[config.mk]
export PLATFORM = sky130hd
export DESIGN_NAME = cag_arming
export DESIGN_NICKNAME = d
export VERILOG_FILES = /design/src/verilog/cag_pkg.sv /design/src/verilog/cag_arming.sv
export VERILOG_INCLUDE_DIRS = /design/src /design/src/verilog
export SDC_FILE = /design/constraint.sdc
export NUM_CORES = 1
export LEC_CHECK = 0
export BUFFER_PORTS_ARGS = -buffer_cell sky130_fd_sc_hd__buf_2
export CAP_MARGIN = 20
export CORE_ASPECT_RATIO = 0.75
export CORE_MARGIN = 4
export CORE_UTILIZATION = 55
export DETAILED_ROUTE_END_ITERATION = 10
export PLACE_DENSITY = 0.73
export SKIP_CTS_REPAIR_TIMING = 1
export SYNTH_ARGS = -nofsm -noshare
export SYNTH_HDL_FRONTEND = slang
export SYNTH_SLANG_ARGS = --single-unit
[constraint.sdc]
create_clock -name mclk_in -period 25.8 [get_ports mclk_in]
set_input_delay 2.58 -clock mclk_in [delete_from_list [all_inputs] [get_ports mclk_in]]
set_output_delay 2.58 -clock mclk_in [all_outputs]
set_load 0.005 [all_outputs]
[src/verilog/cag_cfg.svh]
// cag_cfg.svh: offsets, field positions, reset values and timing counts
// assumes: included by the arming block, the assertions and the testbench
`ifndef CAG_CFG_SVH
`define CAG_CFG_SVH
// register byte offsets
`define CAG_CTRL_OFF 12'h000
`define CAG_ARM_OFF 12'h004
`define CAG_GATE_OFF 12'h008
`define CAG_CMD_OFF 12'h00c
`define CAG_STAT_OFF 12'h010
`define CAG_RESULT_OFF 12'h014
`define CAG_COUNT_OFF 12'h018
// ctrl fields
`define CAG_CTRL_FUNC_LSB 0
`define CAG_CTRL_INPUT_BIT 4
`define CAG_CTRL_AUTO_BIT 5
`define CAG_CTRL_CONT_BIT 6
`define CAG_CTRL_AVG_BIT 7
// arm fields
`define CAG_ARM_START_LSB 0
`define CAG_ARM_STOP_LSB 4
`define CAG_ARM_SLOPE_BIT 8
`define CAG_ARM_LEVEL_LSB 9
// command bits
`define CAG_CMD_INIT_BIT 0
`define CAG_CMD_ABORT_BIT 1
`define CAG_CMD_RESET_BIT 2
`define CAG_CMD_ARM_BIT 3
`define CAG_CMD_TRG_BIT 4
`define CAG_CMD_RES_BIT 5
`define CAG_CMD_DIGITS_LSB 8
// timing
`define CAG_CLK_HZ 50000000
`define CAG_GATE_UNIT_MS 1
`define CAG_CYC_PER_MS (`CAG_CLK_HZ / 1000 * `CAG_GATE_UNIT_MS)
`define CAG_GATE_MIN_MS 17'h00001
`define CAG_GATE_MAX_MS 17'h1869f
`define CAG_GATE_RST_MS 17'h00064
`define CAG_AVG_COUNT 7'h64
`endif

[src/verilog/cag_pkg.sv]
// cag_pkg.sv: types of the counter arming and gating block
// assumes: nothing beyond the cfg header
package cag_pkg;
    typedef enum logic [0:0] {
        CAG_IDLE = 1'b0,
        CAG_WAIT_ARM = 1'b1
    } cag_state_t;
    typedef enum logic [2:0] {
        CAG_SRC_IMMEDIATE = 3'b000,
        CAG_SRC_HOLD = 3'b001,
        CAG_SRC_BUS = 3'b010,
        CAG_SRC_EXTERNAL = 3'b011,
        CAG_SRC_REAR = 3'b100
    } cag_src_t;
    typedef enum logic [3:0] {
        CAG_FN_FREQUENCY = 4'h0,
        CAG_FN_PERIOD = 4'h1,
        CAG_FN_FUNCTION_A = 4'h2,
        CAG_FN_TINT = 4'h3,
        CAG_FN_TOTALIZE = 4'h4,
        CAG_FN_AC = 4'h5,
        CAG_FN_DC = 4'h6,
        CAG_FN_MIN = 4'h7,
        CAG_FN_MAX = 4'h8
    } cag_func_t;
    typedef enum logic [1:0] {
        CAG_LVL_TTL = 2'b00,
        CAG_LVL_ECL = 2'b01,
        CAG_LVL_GND = 2'b10
    } cag_level_t;
    typedef enum logic [1:0] {
        CAG_PH_ARMWAIT = 2'b00,
        CAG_PH_EDGEWAIT = 2'b01,
        CAG_PH_GATING = 2'b10,
        CAG_PH_STOPEDGE = 2'b11
    } cag_phase_t;
    typedef struct packed {
        logic aw_ok;
        logic w_ok;
        logic [11:0] awaddr;
        logic [31:0] wdata;
        logic [3:0] wstrb;
        logic bvalid;
        logic [1:0] bresp;
        logic rvalid;
        logic [31:0] rdata;
        logic [1:0] rresp;
    } cag_bus_t;
    typedef struct packed {
        cag_func_t func;
        logic input_sel;
        logic auto_level;
        logic continuous_initiation;
        logic avg_en;
        cag_src_t start_src;
        cag_src_t stop_src;
        logic slope_neg;
        cag_level_t level;
        logic [16:0] gate_ms;
    } cag_cfg_t;
    typedef struct packed {
        cag_state_t state;
        cag_phase_t phase;
        logic [15:0] cyc;
        logic [16:0] ms;
        logic [31:0] acc;
        logic [38:0] sum;
        logic [6:0] avg_n;
        logic [31:0] result;
        logic done;
        logic [2:0] arm_sync;
        logic [2:0] rear_sync;
        logic [2:0] sig_sync;
        logic arm_pend;
        logic trg_pend;
        cag_bus_t bus;
        cag_cfg_t cfg;
    } cag_regs_t;
endpackage

[src/verilog/cag_arming.sv]
// cag_arming.sv: arming machine and gate-time control over axi4-lite
// assumes: one 50 mhz clock, synchronous active-low reset, external pins asynchronous
//
// The address map and the AXI4-Lite slave port were decided locally.
`timescale 1ns/1ps
`include "cag_cfg.svh"
module cag_arming (
    input wire logic mclk_in,
    input wire logic rst_n_in,
    input wire logic [11:0] s_axi_awaddr_in,
    input wire logic s_axi_awvalid_in,
    output logic s_axi_awready_out,
    input wire logic [31:0] s_axi_wdata_in,
    input wire logic [3:0] s_axi_wstrb_in,
    input wire logic s_axi_wvalid_in,
    output logic s_axi_wready_out,
    output logic [1:0] s_axi_bresp_out,
    output logic s_axi_bvalid_out,
    input wire logic s_axi_bready_in,
    input wire logic [11:0] s_axi_araddr_in,
    input wire logic s_axi_arvalid_in,
    output logic s_axi_arready_out,
    output logic [31:0] s_axi_rdata_out,
    output logic [1:0] s_axi_rresp_out,
    output logic s_axi_rvalid_out,
    input wire logic s_axi_rready_in,
    input wire logic [2:0] s_axi_awprot_in,
    input wire logic [2:0] s_axi_arprot_in,
    input wire logic ext_arm_in,
    input wire logic rear_trigger_source_in,
    input wire logic meas_signal_in,
    output logic [1:0] arm_level_sel_out,
    output logic arm_slope_neg_out,
    output logic auto_level_out,
    output logic input_sel_out,
    output logic busy_out
);
    import cag_pkg::*;
    localparam logic [15:0] CYC_MS = 16'(`CAG_CYC_PER_MS - 1);

    cag_regs_t r;
    cag_regs_t next_r;
    logic do_write;
    logic bus_cmd;
    logic cmd_init, cmd_abort, cmd_reset, cmd_arm, cmd_trg, cmd_res;
    logic arm_edge, rear_edge, sig_edge;
    logic start_ok, stop_ok;
    logic gated_fn, avg_ok;
    logic [31:0] rd;

    // =========================================================
    // source qualification
    function automatic logic src_hit(input cag_src_t s, input logic imm, input logic trg,
                                     input logic fe, input logic re);
        unique case (s)
            CAG_SRC_IMMEDIATE: src_hit = 1'b1;
            CAG_SRC_HOLD: src_hit = imm;
            CAG_SRC_BUS: src_hit = trg | imm;
            CAG_SRC_EXTERNAL: src_hit = fe | imm;
            CAG_SRC_REAR: src_hit = re | imm;
            default: src_hit = 1'b0;
        endcase
    endfunction

    // resolution digits to gate ms
    function automatic logic [16:0] digits_to_ms(input logic [3:0] d);
        if (d >= 4'h9) begin
            digits_to_ms = 17'h003e8;
        end else if (d == 4'h8) begin
            digits_to_ms = 17'h00064;
        end else if (d == 4'h7) begin
            digits_to_ms = 17'h0000a;
        end else begin
            digits_to_ms = `CAG_GATE_MIN_MS;
        end
    endfunction

    // =========================================================
    // combinational next state
    always_comb begin
        next_r = r;
        do_write = r.bus.aw_ok & r.bus.w_ok & ~r.bus.bvalid;
        bus_cmd = do_write & (r.bus.awaddr == `CAG_CMD_OFF) & r.bus.wstrb[0];
        cmd_init = bus_cmd & r.bus.wdata[`CAG_CMD_INIT_BIT];
        cmd_abort = bus_cmd & r.bus.wdata[`CAG_CMD_ABORT_BIT];
        cmd_reset = bus_cmd & r.bus.wdata[`CAG_CMD_RESET_BIT];
        cmd_arm = bus_cmd & r.bus.wdata[`CAG_CMD_ARM_BIT];
        cmd_trg = bus_cmd & r.bus.wdata[`CAG_CMD_TRG_BIT];
        cmd_res = bus_cmd & r.bus.wdata[`CAG_CMD_RES_BIT];
        arm_edge = r.cfg.slope_neg ? (r.arm_sync[2] & ~r.arm_sync[1])
                                   : (~r.arm_sync[2] & r.arm_sync[1]);
        rear_edge = ~r.rear_sync[2] & r.rear_sync[1];
        sig_edge = ~r.sig_sync[2] & r.sig_sync[1];
        start_ok = src_hit(r.cfg.start_src, r.arm_pend, r.trg_pend, arm_edge, rear_edge);
        stop_ok = src_hit(r.cfg.stop_src, r.arm_pend, r.trg_pend, arm_edge, rear_edge);
        gated_fn = (r.cfg.func == CAG_FN_FREQUENCY) | (r.cfg.func == CAG_FN_PERIOD)
                 | (r.cfg.func == CAG_FN_FUNCTION_A);
        avg_ok = r.cfg.avg_en & ~((r.cfg.func == CAG_FN_TOTALIZE) | (r.cfg.func == CAG_FN_AC)
                 | (r.cfg.func == CAG_FN_DC) | (r.cfg.func == CAG_FN_MIN)
                 | (r.cfg.func == CAG_FN_MAX));
        next_r.arm_sync = {r.arm_sync[1:0], ext_arm_in};
        next_r.rear_sync = {r.rear_sync[1:0], rear_trigger_source_in};
        next_r.sig_sync = {r.sig_sync[1:0], meas_signal_in};
        // one-shot and bus trigger latch until consumed
        next_r.arm_pend = r.arm_pend | cmd_arm;
        next_r.trg_pend = r.trg_pend | cmd_trg;

        // ---------- axi4-lite slave
        if (s_axi_awvalid_in & ~r.bus.aw_ok) begin
            next_r.bus.aw_ok = 1'b1;
            next_r.bus.awaddr = s_axi_awaddr_in;
        end
        if (s_axi_wvalid_in & ~r.bus.w_ok) begin
            next_r.bus.w_ok = 1'b1;
            next_r.bus.wdata = s_axi_wdata_in;
            next_r.bus.wstrb = s_axi_wstrb_in;
        end
        if (do_write) begin
            next_r.bus.bvalid = 1'b1;
            next_r.bus.bresp = 2'b00;
            unique case (r.bus.awaddr)
                `CAG_CTRL_OFF: begin
                    if (r.state == CAG_IDLE) begin
                        next_r.cfg.func = cag_func_t'(r.bus.wdata[`CAG_CTRL_FUNC_LSB +: 4]);
                        next_r.cfg.input_sel = r.bus.wdata[`CAG_CTRL_INPUT_BIT];
                        next_r.cfg.auto_level = r.bus.wdata[`CAG_CTRL_AUTO_BIT];
                        next_r.cfg.continuous_initiation = r.bus.wdata[`CAG_CTRL_CONT_BIT];
                        next_r.cfg.avg_en = r.bus.wdata[`CAG_CTRL_AVG_BIT];
                    end else begin
                        next_r.bus.bresp = 2'b10;
                    end
                end
                `CAG_ARM_OFF: begin
                    if (r.state == CAG_IDLE) begin
                        next_r.cfg.start_src = cag_src_t'(r.bus.wdata[`CAG_ARM_START_LSB +: 3]);
                        next_r.cfg.stop_src = cag_src_t'(r.bus.wdata[`CAG_ARM_STOP_LSB +: 3]);
                        next_r.cfg.slope_neg = r.bus.wdata[`CAG_ARM_SLOPE_BIT];
                        next_r.cfg.level = cag_level_t'(r.bus.wdata[`CAG_ARM_LEVEL_LSB +: 2]);
                    end else begin
                        next_r.bus.bresp = 2'b10;
                    end
                end
                `CAG_GATE_OFF: begin
                    if (r.state == CAG_IDLE && r.bus.wdata[16:0] >= `CAG_GATE_MIN_MS
                        && r.bus.wdata[16:0] <= `CAG_GATE_MAX_MS) begin
                        next_r.cfg.gate_ms = r.bus.wdata[16:0];
                    end else begin
                        next_r.bus.bresp = 2'b10;
                    end
                end
                `CAG_CMD_OFF: begin
                    if (cmd_res & (r.state == CAG_IDLE)) begin
                        next_r.cfg.gate_ms = digits_to_ms(r.bus.wdata[`CAG_CMD_DIGITS_LSB +: 4]);
                    end
                end
                default: next_r.bus.bresp = 2'b10;
            endcase
        end
        if (r.bus.bvalid & s_axi_bready_in) begin
            next_r.bus.bvalid = 1'b0;
            next_r.bus.aw_ok = 1'b0;
            next_r.bus.w_ok = 1'b0;
        end
        if (s_axi_arvalid_in & ~r.bus.rvalid) begin
            next_r.bus.rvalid = 1'b1;
            next_r.bus.rresp = 2'b00;
            rd = 32'h0;
            unique case (s_axi_araddr_in)
                `CAG_CTRL_OFF: rd = {24'h0, r.cfg.avg_en, r.cfg.continuous_initiation,
                                     r.cfg.auto_level, r.cfg.input_sel, r.cfg.func};
                `CAG_ARM_OFF: rd = {21'h0, r.cfg.level, r.cfg.slope_neg, 1'b0,
                                    r.cfg.stop_src, 1'b0, r.cfg.start_src};
                `CAG_GATE_OFF: rd = {15'h0, r.cfg.gate_ms};
                `CAG_CMD_OFF: rd = 32'h0;
                `CAG_STAT_OFF: rd = {25'h0, r.avg_n[3:0], r.done, r.phase[0], r.state};
                `CAG_RESULT_OFF: rd = r.result;
                `CAG_COUNT_OFF: rd = {25'h0, r.avg_n};
                default: next_r.bus.rresp = 2'b10;
            endcase
            next_r.bus.rdata = rd;
        end else begin
            rd = 32'h0;
        end
        if (r.bus.rvalid & s_axi_rready_in) begin
            next_r.bus.rvalid = 1'b0;
        end

        // ---------- arming machine
        unique case (r.state)
            CAG_IDLE: begin
                next_r.phase = CAG_PH_ARMWAIT;
                if (r.cfg.continuous_initiation | cmd_init) begin
                    next_r.state = CAG_WAIT_ARM;
                    next_r.acc = 32'h0;
                    next_r.sum = 39'h0;
                    next_r.avg_n = 7'h0;
                    next_r.done = 1'b0;
                end
            end
            CAG_WAIT_ARM: begin
                unique case (r.phase)
                    CAG_PH_ARMWAIT: if (start_ok) begin
                        next_r.phase = CAG_PH_EDGEWAIT;
                        next_r.arm_pend = cmd_arm;
                        next_r.trg_pend = cmd_trg;
                    end
                    CAG_PH_EDGEWAIT: if (sig_edge) begin
                        next_r.phase = CAG_PH_GATING;
                        next_r.cyc = 16'h0;
                        next_r.ms = 17'h0;
                        next_r.acc = 32'h0;
                    end
                    CAG_PH_GATING: begin
                        if (sig_edge) next_r.acc = r.acc + 32'h1;
                        // gate timer counts only for gated functions
                        if (gated_fn) begin
                            next_r.cyc = (r.cyc == CYC_MS) ? 16'h0 : r.cyc + 16'h1;
                            if (r.cyc == CYC_MS) next_r.ms = r.ms + 17'h1;
                        end
                        // totalize never closes by itself
                        if (r.cfg.func != CAG_FN_TOTALIZE) begin
                            if ((!gated_fn || r.ms >= r.cfg.gate_ms) && stop_ok) begin
                                next_r.phase = CAG_PH_STOPEDGE;
                                next_r.arm_pend = cmd_arm;
                                next_r.trg_pend = cmd_trg;
                            end
                        end
                    end
                    CAG_PH_STOPEDGE: if (sig_edge) begin
                        if (avg_ok) begin
                            next_r.sum = r.sum + {7'h0, r.acc};
                            next_r.avg_n = r.avg_n + 7'h1;
                            if (r.avg_n == `CAG_AVG_COUNT - 7'h1) begin
                                next_r.result = 32'((r.sum + {7'h0, r.acc}) / 39'd100);
                                next_r.done = 1'b1;
                                next_r.state = CAG_IDLE;
                            end else begin
                                next_r.phase = CAG_PH_ARMWAIT;
                            end
                        end else begin
                            next_r.result = r.acc;
                            next_r.done = 1'b1;
                            next_r.state = CAG_IDLE;
                        end
                    end
                endcase
            end
        endcase
        if (cmd_abort | cmd_reset) begin
            next_r.state = CAG_IDLE;
            next_r.phase = CAG_PH_ARMWAIT;
            next_r.acc = 32'h0;
            next_r.sum = 39'h0;
            next_r.avg_n = 7'h0;
            next_r.arm_pend = 1'b0;
            next_r.trg_pend = 1'b0;
            next_r.cfg.continuous_initiation = r.cfg.continuous_initiation & ~cmd_reset;
        end
    end

    // =========================================================
    // state register
    always_ff @(posedge mclk_in) begin
        if (!rst_n_in) begin
            r <= '0;
            r.cfg.func <= CAG_FN_FREQUENCY;
            r.cfg.gate_ms <= `CAG_GATE_RST_MS;
            r.cfg.start_src <= CAG_SRC_IMMEDIATE;
            r.cfg.stop_src <= CAG_SRC_IMMEDIATE;
        end else begin
            r <= next_r;
        end
    end

    // =========================================================
    // outputs
    assign s_axi_awready_out = ~r.bus.aw_ok;
    assign s_axi_wready_out = ~r.bus.w_ok;
    assign s_axi_bvalid_out = r.bus.bvalid;
    assign s_axi_bresp_out = r.bus.bresp;
    assign s_axi_arready_out = ~r.bus.rvalid;
    assign s_axi_rvalid_out = r.bus.rvalid;
    assign s_axi_rdata_out = r.bus.rdata;
    assign s_axi_rresp_out = r.bus.rresp;
    assign arm_level_sel_out = r.cfg.level;
    assign arm_slope_neg_out = r.cfg.slope_neg;
    assign auto_level_out = r.cfg.auto_level;
    assign input_sel_out = r.cfg.input_sel;
    assign busy_out = (r.state == CAG_WAIT_ARM);
endmodule // cag_arming

==> impl_metrics.ini, run 1 <==
[run_status]
outcome = finished clean

[timing]
fin_setup_tns_ns = 0
slew_violations = 0
slew_headroom = 0.287
period_share = 0.953
setup_viol = 0
fmax_mhz = 40.7
finClkSkew_ns = 0.0168
setup_ws_ns = 1.21
rsz0062_at_grt = false
holdWs_ns = 0.449
period_minus_slack_ns = 24.59
hold_viol = 0
tightest_slew_ns = 1.04

[logic_synthesis]
ys_async_sr_fraction = 0
synth_edf_count = 0
synth.most_common_cell = nand2_1
yosys.area.top_type_share = 0.231
ys.flop_type = dfxtp_1
synth_cell_types = 138
synth_warnings = 0
netlist_area_um2 = 22600
postSynthCellCount = 2992
netlist_top_cells_area = dfxtp_1 23%, nand2_1 6.0%, nor2_1 4.4%
yosys.area.top_type = dfxtp_1
synth.ff_latch_count = 260
synth_seq_area_share = 0.231
synth_area_per_cell_um2 = 7.54
synthTopCellsByCount = 361 x nand2_1, 263 x nor2_1, 260 x dfxtp_1

[floorplan]
io_pins = 123
fp-row-count = 63
dieArea_um2 = 44400
initial_core_util = 0.563
die_h_um = 183
core-area_um2 = 40000
dieWidth_um = 242

[worst_hold_path]
whs_path_depth = 1
min-delay-path-class = reg -> reg
hold_end = next_r[129]$_SDFF_PN0_
hold_start = next_r[128]$_SDFF_PN0_

[cells_and_area]
multiInputGateArea_um2 = 16300
drive_gt1_frac = 0.105
nets = 3081
fin_util = 0.597
final-seq-area_um2 = 5200
diodes = 0
n_fill_cell = 3615
area.growth.synth_to_final_pct = 5.98

[global_routing]
gr-usage-met2 = 0.454
use_met1 = 0.450
grt_pass1_wl_mm = 111
grt_pass1_vias = 20800
grt_antenna_before_repair = 0
top_usage_layer = met2
grt_util_met3 = 0.0348
grt_max_degree = 87
track_usage = 0.296
grt-ovfl-total = 0

[clocking]
cts.path.max_buffers = 3
clock_latency_ns = 0.55
clockRootBuffer = clkbuf_16
clkTransAtPathRegs_ns = 0.07
cts_made_buffers = 26
clock-sinks = 260
cts_tree = yes
htree_levels = 1

[setup_path]
reg2reg_from = r[212]$_SDFFE_PP0P_
end_kind = register
cpMostUsedCell = or3_1
r2r_end = r[134]$_SDFFE_PN0P_
critPathMaxFanout = 13
crit_path_top_delay_cell = or4b_4
reg2reg_depth = 71
reg2reg_slack_ns = 1.21
crit_type = reg -> reg
start_kind = register
slowest_delay_ns = 0.58
crit_arrival_ns = 25.04
cp.required_ns = 26.25

[pwr]
power.leakage_nw = 8.91
switching_share = 0.232
pwr_density_cell_nw_per_um2 = 35.0
power.total_mw = 0.837
seq_power_share = 0.492
power_switching_mw = 0.194
internal_power_mw = 0.642
clkPwrFrac = 0.468
combPwrFrac = 0.040
peakVddDrop_mv = 0.0346

[place]
post-dp-hpwl_mm = 53.1
place_ws_ns = 1.21
place.gp.congestion = 0.975
io_buffers = 96

[drt]
detail_route.first_pass.iterations = 6
drt_wl_total_mm = 71.1
postRouteAntennaNets = 0
via_per_inst = 6.79
drt_iter0_drc = 2646
vias = 23700
drc_errors = 0
wl_per_cell_um = 20.4

[job]
max_cap_violations = 0
[cell families after synthesis]
logic type	Yosys count	synth area share
AND/OR/NAND/NOR	1207	0.264
AO/OA/AOI/OAI	989	0.326
flip-flops	260	0.231
buffers and inverters	252	0.0516
XOR/XNOR	131	0.0522
multiplexers	85	0.0395
adder cells (fa/ha/maj)	67	0.0365
other	1	0.000166
[state kept, by name (all words and copies together) (netlist names)]
register	count
s_axi_rdata_out	32
next_r	6
s_axi_bvalid_out	1
s_axi_rresp_out	1
input_sel_out	1
auto_level_out	1
arm_slope_neg_out	1
s_axi_bresp_out	1
s_axi_rvalid_out	1
arm_level_sel_out	2
busy_out	1
r	212
[worst max-delay path: cells and delay by family (launching register included)]
family | cells | cell delay [ns]
xor+xnor | 2 | 0.41
simple gates | 19 | 7.18
compound gates | 42 | 13.52
mux | 4 | 1.64
fa+ha+maj | 4 | 1.34
flops | 1 | 0.37
[metal layers]
metal / vias to the layer above / wire (µm)
li1: 11100 / -
met1: 11200 / 33000
met2: 1178 / 30300
met3: 95 / 6580
met4: 0 / 1250
met5: - / 0
[worst max-delay path by stage]
stage	cells after the start	slack (ns)	startpoint	end
6_report	71	1.21	r[212]$_SDFFE_PP0P_	r[134]$_SDFFE_PN0P_
2_1_floorplan	81	5.74	r[212]$_SDFFE_PP0P_	r[134]$_SDFFE_PN0P_
4_1_cts	71	1.09	r[216]$_SDFFE_PP0P_	r[134]$_SDFFE_PN0P_
5_1_grt	73	0.03	r[212]$_SDFFE_PP0P_	r[134]$_SDFFE_PN0P_
3_3_place_gp	71	1.76	r[216]$_SDFFE_PP0P_	r[134]$_SDFFE_PN0P_
3_5_place_dp	71	1.21	r[216]$_SDFFE_PP0P_	r[134]$_SDFFE_PN0P_
[final cells by class]
cell class,count,area share
Clock buffer,36,0.0313
Clock inverter,10,0.00502
Multi-Input combinational cell,2481,0.681
Timing Repair Buffer,123,0.0287
Sequential cell,260,0.218
Inverter,55,0.00863
Tap cell,520,0.0272
[cell usage in the layout, fill, tap and decap left out, drive strengths merged, types with 47 or more instances in the layout]
master / Yosys / layout
a31oi: 47 / 47
nand2: 362 / 362
ha: 57 / 57
a21oi: 196 / 196
a21boi: 73 / 73
xor2: 74 / 74
o211ai: 53 / 53
o21ai: 180 / 180
nor3: 83 / 83
a211oi: 54 / 54
xnor2: 57 / 57
dfxtp: 260 / 260
and2: 49 / 49
mux2i: 67 / 67
inv: 55 / 56
nor2: 263 / 263
buf: 90 / 122
nand3: 159 / 159
[power by group through the flow]
stage / combinational, mW / clock (mW) / sequential (mW)
2_1_floorplan: 0.0224 / 0 / 0.418
3_3_place_gp: 0.0321 / 0 / 0.420
3_5_place_dp: 0.0331 / 0 / 0.420
4_1_cts: 0.0332 / 0.395 / 0.411
5_1_grt: 0.0372 / 0.412 / 0.411
6_report: 0.0338 / 0.392 / 0.411
[per-stage QoR]
step	cells	area [µm²]
floorplan	2993	22600
global route	3485	23900
detailed placement	3431	22900
global placement	3431	22900
CTS	3477	23800
finish	3485	23900
Power figures use the tool's default switching activity.
==> run 2: changes to the inputs <==
--- a/config.mk
+++ b/config.mk
@@ -12,7 +12,7 @@
 export CORE_MARGIN = 4
 export CORE_UTILIZATION = 55
 export DETAILED_ROUTE_END_ITERATION = 10
-export PLACE_DENSITY = 0.73
+export PLACE_DENSITY = 0.85
 export SKIP_CTS_REPAIR_TIMING = 1
 export SYNTH_ARGS = -nofsm -noshare
 export SYNTH_HDL_FRONTEND = slang
==> run 2 against run 1 <==
Effect of this change: routed wire length grew 1.4%; worst hold slack got worse by 0.00082 ns; utilization increased by 0.075 points; sequential power about the same; sequential cell count unchanged; combinational power is essentially flat; clock power hardly changed; critical path depth is 3 higher; largest power group unchanged.
==> impl_metrics.ini, run 2 (synthesized netlist as in run 1, its figures left out) <==
[drt]
drt_iter0_drc = 3016
postRouteAntennaNets = 0
drc_errors = 0
detail_route.first_pass.iterations = 6
vias = 24100
drt_wl_total_mm = 72.1
wl_per_cell_um = 20.7
via_per_inst = 6.91

[job]
max_cap_violations = 0

[global_routing]
grt_pass1_wl_mm = 114
track_usage = 0.302
grt_max_degree = 96
grt-ovfl-total = 0
grt_antenna_before_repair = 2
grt_pass1_vias = 21900

[setup_path]
slowest_delay_ns = 0.70
crit_path_top_delay_cell = o41ai_1
cp.required_ns = 26.23
end_kind = register
crit_type = reg -> reg
reg2reg_from = r[212]$_SDFFE_PP0P_
crit_buf_inv = 2
crit_arrival_ns = 25.06
startpoint = r[212]$_SDFFE_PP0P_
reg2reg_slack_ns = 1.16
critPathMaxFanout = 10
crit_family = compound AO/OA/AOI/OAI gates
start_kind = register

[pwr]
seq_power_share = 0.493
pwr_density_cell_nw_per_um2 = 34.8
power_switching_mw = 0.192
combPwrFrac = 0.040
power.total_mw = 0.834
internal_power_mw = 0.642
switching_share = 0.231
power.leakage_nw = 8.93
peakVddDrop_mv = 0.0431
clkPwrFrac = 0.467

[cells_and_area]
regMostFlops = r
area.growth.synth_to_final_pct = 6.11
final_cell_mix = 361 x nand2_1, 263 x nor2_1, 260 x dfxtp_1, 190 x a21oi_1, 155 x nand3_1
drive_gt1_frac = 0.106
nets = 3083
n_fill_cell = 3430
final-seq-area_um2 = 5200
final_cells = 3489
mostFrequentLayoutCell = nand2_1
multiInputGateArea_um2 = 16300
largest_reg_flops = 212

[clocking]
clock_latency_ns = 0.55
cts_made_buffers = 26
htree_levels = 1
clock-sinks = 260
cts.path.max_buffers = 3
cts_tree = yes
clkTransAtPathRegs_ns = 0.07
clockRootBuffer = clkbuf_16

[worst_hold_path]
min-delay-path-class = reg -> reg
hold_start = next_r[128]$_SDFF_PN0_

[timing]
slew_violations = 0
finClkSkew_ns = 0.0113
period_minus_slack_ns = 24.64
tightest_slew_ns = 1.14
setup_viol = 0
period_share = 0.955
slew_headroom = 0.238
rsz0062_at_grt = false
fmax_mhz = 40.6
fin_setup_tns_ns = 0
hold_viol = 0

[floorplan]
fp-row-count = 63
dieArea_um2 = 44400
initial_core_util = 0.563
core-area_um2 = 40000
io_pins = 123
die_h_um = 183
dieWidth_um = 242

[place]
dp_cells = 3428
place.gp.congestion = 0.973
io_buffers = 96
post-dp-hpwl_mm = 52.7

[run_status]
outcome = finished clean
[run 2: path summary, 6_finish.rpt]
| kind | end | cells past startpoint |
|---|---|---|
| hold reg to reg | next_r[129]$_SDFF_PN0_ | 1 |
| setup / recovery | r[134]$_SDFFE_PN0P_ | 74 |
| hold / removal | next_r[129]$_SDFF_PN0_ | 1 |
| setup reg to reg | r[134]$_SDFFE_PN0P_ | 74 |
[run 2: routing by layer]
metal	wire length (µm)	track usage	vias to the layer above
met5	12	0	-
met4	1970	0.0784	2
met3	8020	0.0555	198
met2	31000	0.468	1414
met1	31200	0.435	11400
li1	-	-	11100
[run 2: per-stage QoR]
stage	hold WS, ns	worst slack [ns]	util	instance area (µm²)
after global routing	0.488	0.0161	0.598	23900
after global placement	0.424	1.55	0.572	22900
after floorplan	0.412	5.74	-	22600
after CTS	0.452	0.873	0.593	23800
after detailed placement	0.434	1.04	0.572	22900
final	0.448	1.16	0.598	23900
[run 2: layout make-up]
type	instances	area share
Antenna cell	3	0.000314
Clock buffer	37	0.0331
Clock inverter	8	0.00314
Inverter	55	0.00862
Multi-Input combinational cell	2481	0.681
Sequential cell	260	0.217
Tap cell	520	0.0272
Timing Repair Buffer	125	0.0293
[run 2: power by group through the flow]
stage / combinational [mW] / sequential [mW] / clock, mW
6_report: 0.0336 / 0.411 / 0.389
5_1_grt: 0.0369 / 0.411 / 0.405
4_1_cts: 0.0328 / 0.411 / 0.389
3_5_place_dp: 0.0326 / 0.420 / 0
3_3_place_gp: 0.0313 / 0.420 / 0
2_1_floorplan: 0.0224 / 0.418 / 0
